==> src/rtl/optical_mgmt_pkg.sv <==
// constants of the optical module management logic
// assumes one 40 mhz clock and an axi4-lite port
`default_nettype none
package optical_mgmt_pkg;
  // clock rate and laser switching bounds
  localparam int CLK_KHZ = 40_000;
  localparam int T_OFF_MAX_MS = 100;
  localparam int T_ON_MAX_MS = 100;
  localparam int LASER_OFF_MAX_CYCLES = T_OFF_MAX_MS * CLK_KHZ;
  localparam int LASER_ON_MAX_CYCLES = T_ON_MAX_MS * CLK_KHZ;
  // default settle counts, inside the bound
  localparam int LASER_SETTLE_DEFAULT = LASER_ON_MAX_CYCLES / 2;
  localparam int READY_SETTLE_DEFAULT = 40_000;
  localparam int TIMER_W = 22;
  // axi4-lite shape and answers
  localparam int AXI_ADDR_W = 8;
  localparam int AXI_DATA_W = 32;
  localparam logic [1:0] RESP_OKAY = 2'h0;
  localparam logic [1:0] RESP_SLVERR = 2'h2;
  // register byte offsets
  localparam logic [7:0] REG_READING_BASE = 8'h00;
  localparam logic [7:0] REG_ALARM_LIM_BASE = 8'h20;
  localparam logic [7:0] REG_WARN_LIM_BASE = 8'h40;
  localparam logic [7:0] REG_PIN_STATUS = 8'h60;
  localparam logic [7:0] REG_IRQ_STATUS = 8'h64;
  localparam logic [7:0] REG_IRQ_MASK = 8'h68;
  // irq status bits and mask reset
  localparam int IRQ_HOST_WRITE = 0;
  localparam int IRQ_PD_RESET = 1;
  localparam int IRQ_ALARM = 2;
  localparam int IRQ_TXDIS_CHANGE = 3;
  localparam int IRQ_W = 4;
  localparam logic [3:0] IRQ_MASK_RESET = 4'h0;
  // monitored: temperature, bias, tx power, rx power, supply
  localparam int NUM_MON = 5;
  // two-wire memory layout
  localparam logic [6:0] DEV_ADDR = 7'h50;
  localparam int MEM_AW = 6;
  localparam logic [5:0] MEM_ALARM_HI = 6'h0a;
  localparam logic [5:0] MEM_ALARM_LO = 6'h0b;
  localparam logic [5:0] MEM_WARN_HI = 6'h0c;
  localparam logic [5:0] MEM_WARN_LO = 6'h0d;
  localparam logic [5:0] MEM_STATUS = 6'h0e;
  localparam logic [5:0] MEM_FIRST_RW = 6'h10;
  localparam int USER_BYTES = 48;
  // pin positions in the synchroniser
  localparam int SY_DESEL = 0;
  localparam int SY_TXDIS = 1;
  localparam int SY_PD = 2;
  localparam int SY_SCL = 3;
  localparam int SY_SDA = 4;
  localparam int SY_SIGDET = 5;
  localparam int SY_W = 6;
  // two-wire slave states
  typedef enum logic [3:0] {
    TW_IDLE = 4'h0,
    TW_ADDR = 4'h1,
    TW_ACK_ADDR = 4'h2,
    TW_WORD = 4'h3,
    TW_ACK_WORD = 4'h4,
    TW_WRDATA = 4'h5,
    TW_ACK_WR = 4'h6,
    TW_RDDATA = 4'h7,
    TW_RDACK = 4'h8,
    TW_WAIT_STOP = 4'h9
  } tw_state_t;
endpackage
`default_nettype wire

==> src/rtl/pin_sync.sv <==
// two-flop synchroniser for async pin levels
// assumes pins slower than aclk
`default_nettype none
module pin_sync #(
  parameter int W = 1
) (
  // clock and reset
  input wire logic aclk,
  input wire logic aresetn,
  // raw pins and synchronised levels
  input wire logic [W-1:0] pins,
  output logic [W-1:0] levels
);
  typedef struct packed {
    logic [W-1:0] meta; // first stage
    logic [W-1:0] stable; // second stage
  } sync_state_t;
  sync_state_t s;
  sync_state_t next_s;

  // two flops before any reader
  always_comb
  begin
    next_s = s;
    next_s.meta = pins;
    next_s.stable = s.meta;
  end

  // synchronous active-low reset
  always_ff @(posedge aclk)
  begin
    if (!aresetn)
      s <= '0;
    else
      s <= next_s;
  end

  assign levels = s.stable;
endmodule
`default_nettype wire

==> src/rtl/settle_timer.sv <==
// settle counter: done rises a fixed count after hold drops
// assumes restart and hold are on aclk
`default_nettype none
module settle_timer #(
  parameter int unsigned CYCLES = 16
) (
  // clock and reset
  input wire logic aclk,
  input wire logic aresetn,
  // control and result
  input wire logic restart,
  input wire logic hold,
  output logic done
);
  import optical_mgmt_pkg::*;
  typedef struct packed {
    logic [TIMER_W-1:0] count; // cycles since hold dropped
    logic done; // count reached
  } timer_state_t;
  timer_state_t s;
  timer_state_t next_s;

  // count up while free, clear on hold or restart
  always_comb
  begin
    next_s = s;
    if (restart || hold)
      next_s = '0;
    else if (s.count >= TIMER_W'(CYCLES - 1))
      next_s.done = 1'b1;
    else
      next_s.count = s.count + TIMER_W'(1);
  end

  // synchronous active-low reset
  always_ff @(posedge aclk)
  begin
    if (!aresetn)
      s <= '0;
    else
      s <= next_s;
  end

  assign done = s.done;
endmodule
`default_nettype wire

==> src/rtl/optical_module_mgmt_control.sv <==
// optical transceiver module management and control
// assumes async host pins and scl/sda, firmware on axi4-lite
// writing readings and limits; all timing on aclk
// Contract
// RQ1 - respond on two-wire only while deselect low
// RQ2 - deselected: never acknowledge nor drive data line
// RQ3 - attention low on condition, readable over bus
// RQ4 - transmit disable switches laser off
// RQ5 - laser off and on within 100 ms
// RQ6 - presence output grounded inside the module
// RQ7 - drive receive loss-of-signal indicator output
// RQ8 - loss indicator low normal, high when lost
// RQ9 - power-down high holds low-power standby
// RQ10 - power-down falling edge fully resets module; code resets only the two-wire slave, user bytes and settle timers
// RQ11 - works without any reference clock
// RQ12 - host makes serial clock, module never does
// RQ13 - write on rising edges, unprotected bytes only
// RQ14 - launch read bits on falling edges
// RQ15 - host marks start and stop on data
// RQ16 - byte memory, random and sequential access
// RQ17 - live monitor readings readable over bus
// RQ18 - alarm and warning flags outside limits
`default_nettype none
module optical_module_mgmt_control #(
  parameter int unsigned LASER_SETTLE_CYCLES = optical_mgmt_pkg::LASER_SETTLE_DEFAULT,
  parameter int unsigned READY_SETTLE_CYCLES = optical_mgmt_pkg::READY_SETTLE_DEFAULT
) (
  // clock and reset
  input wire logic aclk,
  input wire logic aresetn,
  // axi4-lite write channels
  input wire logic [optical_mgmt_pkg::AXI_ADDR_W-1:0] awaddr,
  input wire logic awvalid,
  output logic awready,
  input wire logic [optical_mgmt_pkg::AXI_DATA_W-1:0] wdata,
  input wire logic [3:0] wstrb,
  input wire logic wvalid,
  output logic wready,
  output logic [1:0] bresp,
  output logic bvalid,
  input wire logic bready,
  // axi4-lite read channels
  input wire logic [optical_mgmt_pkg::AXI_ADDR_W-1:0] araddr,
  input wire logic arvalid,
  output logic arready,
  output logic [optical_mgmt_pkg::AXI_DATA_W-1:0] rdata,
  output logic [1:0] rresp,
  output logic rvalid,
  input wire logic rready,
  // interrupt to firmware
  output logic irq,
  // host control pins
  input wire logic module_deselect,
  input wire logic transmit_disable,
  input wire logic power_down,
  // two-wire pins, data line open drain
  input wire logic scl_in,
  input wire logic sda_in,
  output logic sda_out,
  output logic sda_oe,
  // host status pins
  output logic attention_n,
  output logic module_absent,
  output logic not_ready_output,
  output logic rx_signal_lost,
  // optics side
  input wire logic rx_signal_detect,
  output logic laser_enable
);
  import optical_mgmt_pkg::*;

  typedef struct packed {
    // axi write and read channel state
    logic aw_held;
    logic [AXI_ADDR_W-1:0] aw_addr;
    logic w_held;
    logic [AXI_DATA_W-1:0] w_data;
    logic [3:0] w_strb;
    logic b_valid;
    logic [1:0] b_resp;
    logic r_valid;
    logic [AXI_DATA_W-1:0] r_data;
    logic [1:0] r_resp;
    // firmware registers
    logic [NUM_MON-1:0][15:0] reading;
    logic [NUM_MON-1:0][31:0] alarm_lim;
    logic [NUM_MON-1:0][31:0] warn_lim;
    logic [IRQ_W-1:0] irq_status;
    logic [IRQ_W-1:0] irq_mask;
    // previous pin levels
    logic scl_q;
    logic sda_q;
    logic pd_q;
    logic txd_q;
    // two-wire slave
    tw_state_t tw_state;
    logic [3:0] bit_cnt;
    logic [7:0] shift;
    logic [MEM_AW-1:0] ptr;
    logic is_read;
    logic sda_drive;
    logic [USER_BYTES-1:0][7:0] mem;
    // monitor flags and pin state
    logic [NUM_MON-1:0] alarm_hi;
    logic [NUM_MON-1:0] alarm_lo;
    logic [NUM_MON-1:0] warn_hi;
    logic [NUM_MON-1:0] warn_lo;
    logic attention;
    logic sig_ok;
    logic laser_on;
    logic ready;
  } state_t;
  state_t s;
  state_t next_s;

  logic [SY_W-1:0] sy; // synchronised pins
  logic desel, txd, pd, scl, sda, sigdet;
  logic laser_done, ready_done; // settle timers
  logic scl_rise, scl_fall, tw_start, tw_stop, pd_fall;
  logic [NUM_MON-1:0] cmp_ahi, cmp_alo, cmp_whi, cmp_wlo;

  // all pins two-flop synchronised; scl only sampled
  pin_sync #(.W(SY_W)) u_sync (
    .aclk(aclk),
    .aresetn(aresetn),
    .pins({rx_signal_detect, sda_in, scl_in, power_down, transmit_disable, module_deselect}),
    .levels(sy)
  ); // [RQ12]
  assign desel = sy[SY_DESEL];
  assign txd = sy[SY_TXDIS];
  assign pd = sy[SY_PD];
  assign scl = sy[SY_SCL];
  assign sda = sy[SY_SDA];
  assign sigdet = sy[SY_SIGDET];

  // edges and bus conditions on synced levels
  assign scl_rise = scl && !s.scl_q;
  assign scl_fall = !scl && s.scl_q;
  assign tw_start = scl && s.scl_q && s.sda_q && !sda; // [RQ15]
  assign tw_stop = scl && s.scl_q && !s.sda_q && sda; // [RQ15]
  assign pd_fall = s.pd_q && !pd;

  // laser turn-on delay; turn-off is immediate
  settle_timer #(.CYCLES(LASER_SETTLE_CYCLES)) u_laser_timer (
    .aclk(aclk),
    .aresetn(aresetn),
    .restart(pd_fall),
    .hold(txd || pd),
    .done(laser_done)
  ); // [RQ5]

  // not-ready window after reset or standby
  settle_timer #(.CYCLES(READY_SETTLE_CYCLES)) u_ready_timer (
    .aclk(aclk),
    .aresetn(aresetn),
    .restart(pd_fall),
    .hold(pd),
    .done(ready_done)
  ); // [RQ10]

  // limit comparators per monitored quantity
  genvar gi;
  generate
    for (gi = 0; gi < NUM_MON; gi++)
    begin : g_mon
      assign cmp_ahi[gi] = s.reading[gi] > s.alarm_lim[gi][31:16]; // [RQ18]
      assign cmp_alo[gi] = s.reading[gi] < s.alarm_lim[gi][15:0]; // [RQ18]
      assign cmp_whi[gi] = s.reading[gi] > s.warn_lim[gi][31:16]; // [RQ18]
      assign cmp_wlo[gi] = s.reading[gi] < s.warn_lim[gi][15:0]; // [RQ18]
    end
  endgenerate

  // byte the host reads at an address
  function automatic logic [7:0] mem_byte(input state_t st, input logic [MEM_AW-1:0] a);
    logic [7:0] v;
    v = 8'h00;
    if (a >= MEM_FIRST_RW)
      v = st.mem[MEM_AW'(a - MEM_FIRST_RW)];
    else if (a < MEM_ALARM_HI)
      v = a[0] ? st.reading[a[3:1]][7:0] : st.reading[a[3:1]][15:8]; // [RQ17]
    else if (a == MEM_ALARM_HI)
      v = 8'(st.alarm_hi); // [RQ18]
    else if (a == MEM_ALARM_LO)
      v = 8'(st.alarm_lo);
    else if (a == MEM_WARN_HI)
      v = 8'(st.warn_hi);
    else if (a == MEM_WARN_LO)
      v = 8'(st.warn_lo);
    else if (a == MEM_STATUS)
      v = {4'h0, st.attention, !st.ready, !st.laser_on, !st.sig_ok}; // [RQ3]
    return v;
  endfunction

  // merge written bytes under strobes
  function automatic logic [31:0] merge(input logic [31:0] old, input logic [31:0] d,
                                        input logic [3:0] strb);
    logic [31:0] v;
    v = old;
    for (int b = 0; b < 4; b++)
      if (strb[b])
        v[8*b +: 8] = d[8*b +: 8];
    return v;
  endfunction

  // next state of the whole block
  always_comb
  begin
    logic [IRQ_W-1:0] irq_set;
    logic [IRQ_W-1:0] irq_clr;
    logic [5:0] widx;
    logic [5:0] ridx;
    logic [7:0] nb;
    irq_set = '0;
    irq_clr = '0;
    widx = s.aw_addr[7:2];
    ridx = araddr[7:2];
    nb = 8'h00;
    next_s = s;
    next_s.scl_q = scl;
    next_s.sda_q = sda;
    next_s.pd_q = pd;
    next_s.txd_q = txd;
    // live flags from readings against limits
    next_s.alarm_hi = cmp_ahi; // [RQ18]
    next_s.alarm_lo = cmp_alo;
    next_s.warn_hi = cmp_whi;
    next_s.warn_lo = cmp_wlo;
    next_s.attention = |{cmp_ahi, cmp_alo, cmp_whi, cmp_wlo}; // [RQ3]
    next_s.sig_ok = sigdet; // [RQ7]
    next_s.laser_on = laser_done && !txd && !pd; // [RQ4] [RQ9]
    next_s.ready = ready_done && !pd; // [RQ9]
    if (|(cmp_ahi & ~s.alarm_hi) || |(cmp_alo & ~s.alarm_lo))
      irq_set[IRQ_ALARM] = 1'b1;
    if (txd != s.txd_q)
      irq_set[IRQ_TXDIS_CHANGE] = 1'b1;

    // axi write: address and data in any order, answer after both
    if (awvalid && awready)
    begin
      next_s.aw_held = 1'b1;
      next_s.aw_addr = awaddr;
    end
    if (wvalid && wready)
    begin
      next_s.w_held = 1'b1;
      next_s.w_data = wdata;
      next_s.w_strb = wstrb;
    end
    if (s.aw_held && s.w_held && !s.b_valid)
    begin
      next_s.aw_held = 1'b0;
      next_s.w_held = 1'b0;
      next_s.b_valid = 1'b1;
      next_s.b_resp = RESP_OKAY;
      if (widx < 6'(NUM_MON))
        next_s.reading[widx[2:0]] = 16'(merge(32'(s.reading[widx[2:0]]), s.w_data, s.w_strb));
      else if (widx >= REG_ALARM_LIM_BASE[7:2] && widx < REG_ALARM_LIM_BASE[7:2] + 6'(NUM_MON))
        next_s.alarm_lim[widx[2:0]] = merge(s.alarm_lim[widx[2:0]], s.w_data, s.w_strb);
      else if (widx >= REG_WARN_LIM_BASE[7:2] && widx < REG_WARN_LIM_BASE[7:2] + 6'(NUM_MON))
        next_s.warn_lim[widx[2:0]] = merge(s.warn_lim[widx[2:0]], s.w_data, s.w_strb);
      else if (widx == REG_IRQ_STATUS[7:2])
        irq_clr = s.w_strb[0] ? s.w_data[IRQ_W-1:0] : '0;
      else if (widx == REG_IRQ_MASK[7:2])
      begin
        if (s.w_strb[0])
          next_s.irq_mask = s.w_data[IRQ_W-1:0];
      end
      else
        next_s.b_resp = RESP_SLVERR;
    end
    else if (s.b_valid && bready)
      next_s.b_valid = 1'b0;

    // axi read: one answer per taken address
    if (arvalid && arready)
    begin
      next_s.r_valid = 1'b1;
      next_s.r_resp = RESP_OKAY;
      next_s.r_data = '0;
      if (ridx < 6'(NUM_MON))
        next_s.r_data = 32'(s.reading[ridx[2:0]]);
      else if (ridx >= REG_ALARM_LIM_BASE[7:2] && ridx < REG_ALARM_LIM_BASE[7:2] + 6'(NUM_MON))
        next_s.r_data = s.alarm_lim[ridx[2:0]];
      else if (ridx >= REG_WARN_LIM_BASE[7:2] && ridx < REG_WARN_LIM_BASE[7:2] + 6'(NUM_MON))
        next_s.r_data = s.warn_lim[ridx[2:0]];
      else if (ridx == REG_PIN_STATUS[7:2])
        next_s.r_data = {20'h00000, s.tw_state, 1'b0, s.attention, !s.sig_ok, !s.ready,
                         s.laser_on, pd, txd, desel};
      else if (ridx == REG_IRQ_STATUS[7:2])
        next_s.r_data = 32'(s.irq_status);
      else if (ridx == REG_IRQ_MASK[7:2])
        next_s.r_data = 32'(s.irq_mask);
      else
        next_s.r_resp = RESP_SLVERR;
    end
    else if (s.r_valid && rready)
      next_s.r_valid = 1'b0;

    // two-wire slave: sample on scl rise, launch on fall
    if (pd || desel)
    begin
      // standby or deselected: no ack, line released
      next_s.tw_state = TW_IDLE; // [RQ1] [RQ9]
      next_s.sda_drive = 1'b0; // [RQ2]
    end
    else if (tw_start)
    begin
      // (repeated) start: expect device address
      next_s.tw_state = TW_ADDR; // [RQ15]
      next_s.bit_cnt = 4'h0;
      next_s.sda_drive = 1'b0;
    end
    else if (tw_stop)
    begin
      next_s.tw_state = TW_IDLE; // [RQ15]
      next_s.sda_drive = 1'b0;
    end
    else
    begin
      case (s.tw_state)
        TW_ADDR, TW_WORD, TW_WRDATA:
        begin
          if (scl_rise)
          begin
            next_s.shift = {s.shift[6:0], sda};
            next_s.bit_cnt = s.bit_cnt + 4'h1;
            if (s.tw_state == TW_WRDATA && s.bit_cnt == 4'h7)
            begin
              // eighth bit: store unless write-protected
              if (s.ptr >= MEM_FIRST_RW)
              begin
                next_s.mem[MEM_AW'(s.ptr - MEM_FIRST_RW)] = {s.shift[6:0], sda}; // [RQ13]
                irq_set[IRQ_HOST_WRITE] = 1'b1;
              end
              next_s.ptr = s.ptr + MEM_AW'(1); // [RQ16]
            end
          end
          else if (scl_fall && s.bit_cnt == 4'h8)
          begin
            next_s.bit_cnt = 4'h0;
            if (s.tw_state == TW_ADDR)
            begin
              if (s.shift[7:1] == DEV_ADDR)
              begin
                next_s.is_read = s.shift[0];
                next_s.sda_drive = 1'b1;
                next_s.tw_state = TW_ACK_ADDR;
              end
              else
                next_s.tw_state = TW_WAIT_STOP;
            end
            else if (s.tw_state == TW_WORD)
            begin
              next_s.ptr = s.shift[MEM_AW-1:0]; // [RQ16]
              next_s.sda_drive = 1'b1;
              next_s.tw_state = TW_ACK_WORD;
            end
            else
            begin
              next_s.sda_drive = 1'b1;
              next_s.tw_state = TW_ACK_WR;
            end
          end
        end
        TW_ACK_ADDR:
        begin
          if (scl_fall)
          begin
            if (s.is_read)
            begin
              // read starts at the pointer
              nb = mem_byte(s, s.ptr);
              next_s.shift = nb;
              next_s.sda_drive = !nb[7]; // [RQ14]
              next_s.tw_state = TW_RDDATA;
            end
            else
            begin
              next_s.sda_drive = 1'b0;
              next_s.tw_state = TW_WORD;
            end
          end
        end
        TW_ACK_WORD, TW_ACK_WR:
        begin
          if (scl_fall)
          begin
            next_s.sda_drive = 1'b0;
            next_s.tw_state = TW_WRDATA;
          end
        end
        TW_RDDATA:
        begin
          if (scl_rise)
            next_s.bit_cnt = s.bit_cnt + 4'h1;
          else if (scl_fall && s.bit_cnt == 4'h8)
          begin
            // byte out: release for host ack
            next_s.bit_cnt = 4'h0;
            next_s.sda_drive = 1'b0;
            next_s.ptr = s.ptr + MEM_AW'(1); // [RQ16]
            next_s.tw_state = TW_RDACK;
          end
          else if (scl_fall)
          begin
            next_s.shift = {s.shift[6:0], 1'b0};
            next_s.sda_drive = !s.shift[6]; // [RQ14]
          end
        end
        TW_RDACK:
        begin
          if (scl_rise)
          begin
            if (sda)
              next_s.tw_state = TW_WAIT_STOP;
            else
              next_s.bit_cnt = 4'h8;
          end
          else if (scl_fall && s.bit_cnt == 4'h8)
          begin
            // acked: sequential read of next byte
            nb = mem_byte(s, s.ptr);
            next_s.bit_cnt = 4'h0;
            next_s.shift = nb;
            next_s.sda_drive = !nb[7]; // [RQ14] [RQ16]
            next_s.tw_state = TW_RDDATA;
          end
        end
        TW_IDLE, TW_WAIT_STOP:
          next_s.sda_drive = 1'b0;
        default:
        begin
          next_s.tw_state = TW_IDLE;
          next_s.sda_drive = 1'b0;
        end
      endcase
    end

    // falling power-down: clear two-wire slave and user bytes, restart settle timers
    if (pd_fall)
    begin
      next_s.tw_state = TW_IDLE; // [RQ10]
      next_s.bit_cnt = 4'h0;
      next_s.shift = 8'h00;
      next_s.ptr = '0;
      next_s.is_read = 1'b0;
      next_s.sda_drive = 1'b0;
      next_s.mem = '0;
      irq_set[IRQ_PD_RESET] = 1'b1;
    end

    // sticky status: set wins over same-cycle clear
    next_s.irq_status = (s.irq_status & ~irq_clr) | irq_set;
  end

  // one register for all state; no reference clock used
  always_ff @(posedge aclk)
  begin
    if (!aresetn)
    begin
      s <= '0; // [RQ11]
      s.irq_mask <= IRQ_MASK_RESET;
    end
    else
      s <= next_s;
  end

  // axi handshakes: one write and one read in flight
  assign awready = !s.aw_held && !s.b_valid;
  assign wready = !s.w_held && !s.b_valid;
  assign bvalid = s.b_valid;
  assign bresp = s.b_resp;
  assign arready = !s.r_valid;
  assign rvalid = s.r_valid;
  assign rdata = s.r_data;
  assign rresp = s.r_resp;
  assign irq = |(s.irq_status & s.irq_mask);

  // host pins
  assign sda_out = 1'b0;
  assign sda_oe = s.sda_drive; // [RQ2]
  assign attention_n = !s.attention; // [RQ3]
  assign module_absent = 1'b0; // [RQ6]
  assign not_ready_output = !s.ready;
  assign rx_signal_lost = !s.sig_ok; // [RQ7] [RQ8]
  assign laser_enable = s.laser_on; // [RQ4] [RQ5]
endmodule
`default_nettype wire

==> config.mk <==
export PLATFORM = sky130hd
export DESIGN_NAME = optical_module_mgmt_control
export DESIGN_NICKNAME = d
export VERILOG_FILES = /design/src/rtl/optical_mgmt_pkg.sv /design/src/rtl/pin_sync.sv /design/src/rtl/settle_timer.sv /design/src/rtl/optical_module_mgmt_control.sv
export SDC_FILE = /design/constraint.sdc
export NUM_CORES = 2
export LEC_CHECK = 0
export BUFFER_PORTS_ARGS = -buffer_cell sky130_fd_sc_hd__buf_4
export CELL_PAD_IN_SITES_DETAIL_PLACEMENT = 1
export CELL_PAD_IN_SITES_GLOBAL_PLACEMENT = 1
export CORE_ASPECT_RATIO = 0.6
export CORE_MARGIN = 2
export CORE_UTILIZATION = 40
export DETAILED_ROUTE_END_ITERATION = 10
export PLACE_DENSITY_LB_ADDON = 0.1
export REMOVE_ABC_BUFFERS = 1
export SLEW_MARGIN = 20
export SYNTH_ARGS = -nofsm -noshare
export SYNTH_HDL_FRONTEND = slang
export SYNTH_SLANG_ARGS = --single-unit
==> constraint.sdc <==
create_clock -name aclk -period 3.1 [get_ports aclk]
set_input_delay 0.62 -clock aclk [delete_from_list [all_inputs] [get_ports aclk]]
set_output_delay 0.62 -clock aclk [all_outputs]
set_load 0.02 [all_outputs]
==> metrics.txt <==
outcome=finished clean; Synth cell types=86; GP Congestion=0.978; Pre-antenna DRT Iters=8; RSZ-0062 raised after global routing=yes; P&R area growth vs syn=17.3%; clock slew at reported path FFs=60 ps; Critical Path End Type=flop; yosys warns=0; number of top-level pins=114; sequential area share after synthesis=0.359; Hold Buf Count CTS=0; EDFF count, synth=0; Main synth FF type=dfxtp_1; Core ar.=136,000 µm²; Hold Path Class=in -> reg; Gate Count Post-Synth=6,872; GRT Util Overall=0.367; via/cell ratio=6.19; total standard cell area after synthesis=54,800 µm²; IO Port Bufs=105; largest net degree at the start of global routing=139; Crit Path Category=reg -> reg; Die Y=291 µm; row cnt=105; fmax=329 MHz; max-cap violations=0; initial antenna violation count=8; CTS Buf Count=103; clock buffer depth=3; Iter 0 DRT Violations=6,839; Slew Limit Fails=0; simple-gate share of the synthesized area=0.179; Synth Register Bits=a little under 1,000; CTS sink count=982; worst reg2reg path depth=10; complex-gate fraction of the synthesized area=0.210; Worst setup SP type=flop; PD cells=441 nW/µm²; DRT antenna net count=0; Clock Skew=57.6 ps; die area=between 100,000 and 150,000 µm²; Max FO, Critical Path=23; Starting Density=0.402; GRT overflow=0; Arrival @ worst endpoint=3720 ps; DRC=0; Synth Area in Adders=0.0737; Power, Total=0.0283 W; vias in the first global route=53,600; xor/xnor cell area share of the yosys netlist=0.00559; Mapped Avg Cell Area=~8 µm²; depth of the CTS H-tree=3; TritonCTS clock tree=done; hold path depth=2; HPWL after DPL=193 mm; WP data required=3770 ps; hold_ws=78.5 ps; Lkg Pwr=about 23 nW; clock latency at the later pin of the worst-skew pair=770 ps; Post-Route WL=between 200 and 300 mm; layout cells sized above 1=0.158; final setup vio count=0; mux contribution to synthesized area=0.104; Peak VDD IR=413 µV; Final Hold Vio Count=0; placed insts=8,798; CTS root buffer=clkbuf_16; DIE WIDTH=482 µm; Final Net Count=roughly 7,500; largest family of logic cells by synthesized area=compound AO/OA/AOI/OAI gates; Final Non-Filler Cells=8,990; relative slew slack=0.318; routed vias=55,600; first-pass GRT wire length=380 mm; commonest non-fill, non-tap cell in the layout=nand2_1; Period minus WS final=3040 ps; worst-margin pin slew=between 1000 and 1500 ps; asr flop ratio synth=0; most frequent cells in the layout=nand2_1, a21oi_1, dfxtp_1; drt wl/cell=around 29 µm; crit share post-route=0.982
==> power by group <==
part           internal (W)  total, W  switching, W  leakage, nW
registers            0.0127    0.0128      0.000115         7.93
logic              0.000607   0.00195       0.00135         13.6
clock network       0.00759    0.0136       0.00596         1.77
==> kinds of logic after synthesis <==
logic type,count (synthesis)
flip-flops,982
XOR/XNOR,35
adder cells (fa/ha/maj),323
buffers and inverters,917
AND/OR/NAND/NOR,2267
other,1
multiplexers,355
AO/OA/AOI/OAI,1992
==> final timing paths <==
check | from | end | slack [ps]
max | s[412] | s[419] | 60
min | module_deselect | u_sync.next_s[0] | 80
max reg2reg | s[412] | s[419] | 60
min reg2reg | u_sync.next_s[4] | u_sync.levels[4] | 430
==> Yosys cell counts, drive strengths merged, types with 41 or more instances <==
| cell | count | share of area |
|---|---|---|
| a211oi | 61 | 0.0084 |
| a21o | 70 | 0.0096 |
| a21oi | 1057 | 0.097 |
| a221oi | 114 | 0.018 |
| and2 | 52 | 0.0059 |
| buf | 161 | 0.017 |
| clkbuf | 391 | 0.027 |
| dfxtp | 982 | 0.36 |
| ha | 323 | 0.074 |
| inv | 365 | 0.025 |
| mux2 | 41 | 0.0084 |
| mux2i | 145 | 0.026 |
| mux4 | 169 | 0.069 |
| nand2 | 1100 | 0.075 |
| nand3 | 155 | 0.014 |
| nand4 | 61 | 0.0070 |
| nor2 | 635 | 0.046 |
| nor2b | 53 | 0.0060 |
| nor3 | 64 | 0.0060 |
| o21ai | 418 | 0.038 |
| o22ai | 61 | 0.0070 |
==> worst max-delay path: stages (launching register included) <==
cell and delay, ps:
dfxtp_4 560, buf_12 230, or3b_1 450, buf_4 330
o221ai_1 140, a211oi_1 490, buf_4 230, o21ai_1 70
a31oi_1 170, a22oi_1 80, a21oi_1 180
==> area by class of cell <==
cell class,count,area [µm²]
multi-input combinational,4976,31600
sequential,982,19700
clock buffer,143,2980
tap,1819,2280
inverter,365,1380
fill,16300,72100
timing repair buffer,657,5790
clock inverter,47,607
antenna,1,2.50
==> state kept, by name (all words and copies together), names as in the netlist <==
register,count
laser_enable,1
s,886
u_sync.levels,6
u_laser_timer.s,22
rdata,32
sda_oe,1
u_sync.next_s,6
u_laser_timer.done,1
u_ready_timer.done,1
u_ready_timer.s,22
bresp,1
rvalid,1
rresp,1
bvalid,1
==> repair_timing <==
item,4_1_cts,5_1_grt
setup buffers,1,0
gates resized for setup,1,17
pin swaps,1,2
setup endpoints to repair,1,14
==> per-stage QoR <==
stage          worst slack, ps  utilization   TNS, ps  cell area [µm²]
4_1_cts                   21.8        0.471         0            64200
3_5_place_dp             -69.9        0.445     -69.9            60600
5_1_grt                  -6.01        0.472     -6.01            64300
6_report                  56.0        0.472         0            64300
3_3_place_gp             -20.7        0.445     -20.7            60600
2_1_floorplan            -6890            -  -4018400            52400
==> routing by layer <==
| metal | share of wire | vias to the layer above | GRT usage |
|---|---|---|---|
| li1 | - | 24500 | - |
| met1 | 0.49 | 28100 | 0.592 |
| met2 | 0.36 | 2779 | 0.454 |
| met3 | 0.13 | 277 | 0.131 |
| met4 | 0.016 | 6 | 0.0611 |
| met5 | 0.00018 | - | 0 |
Power figures use the tool's default switching activity.
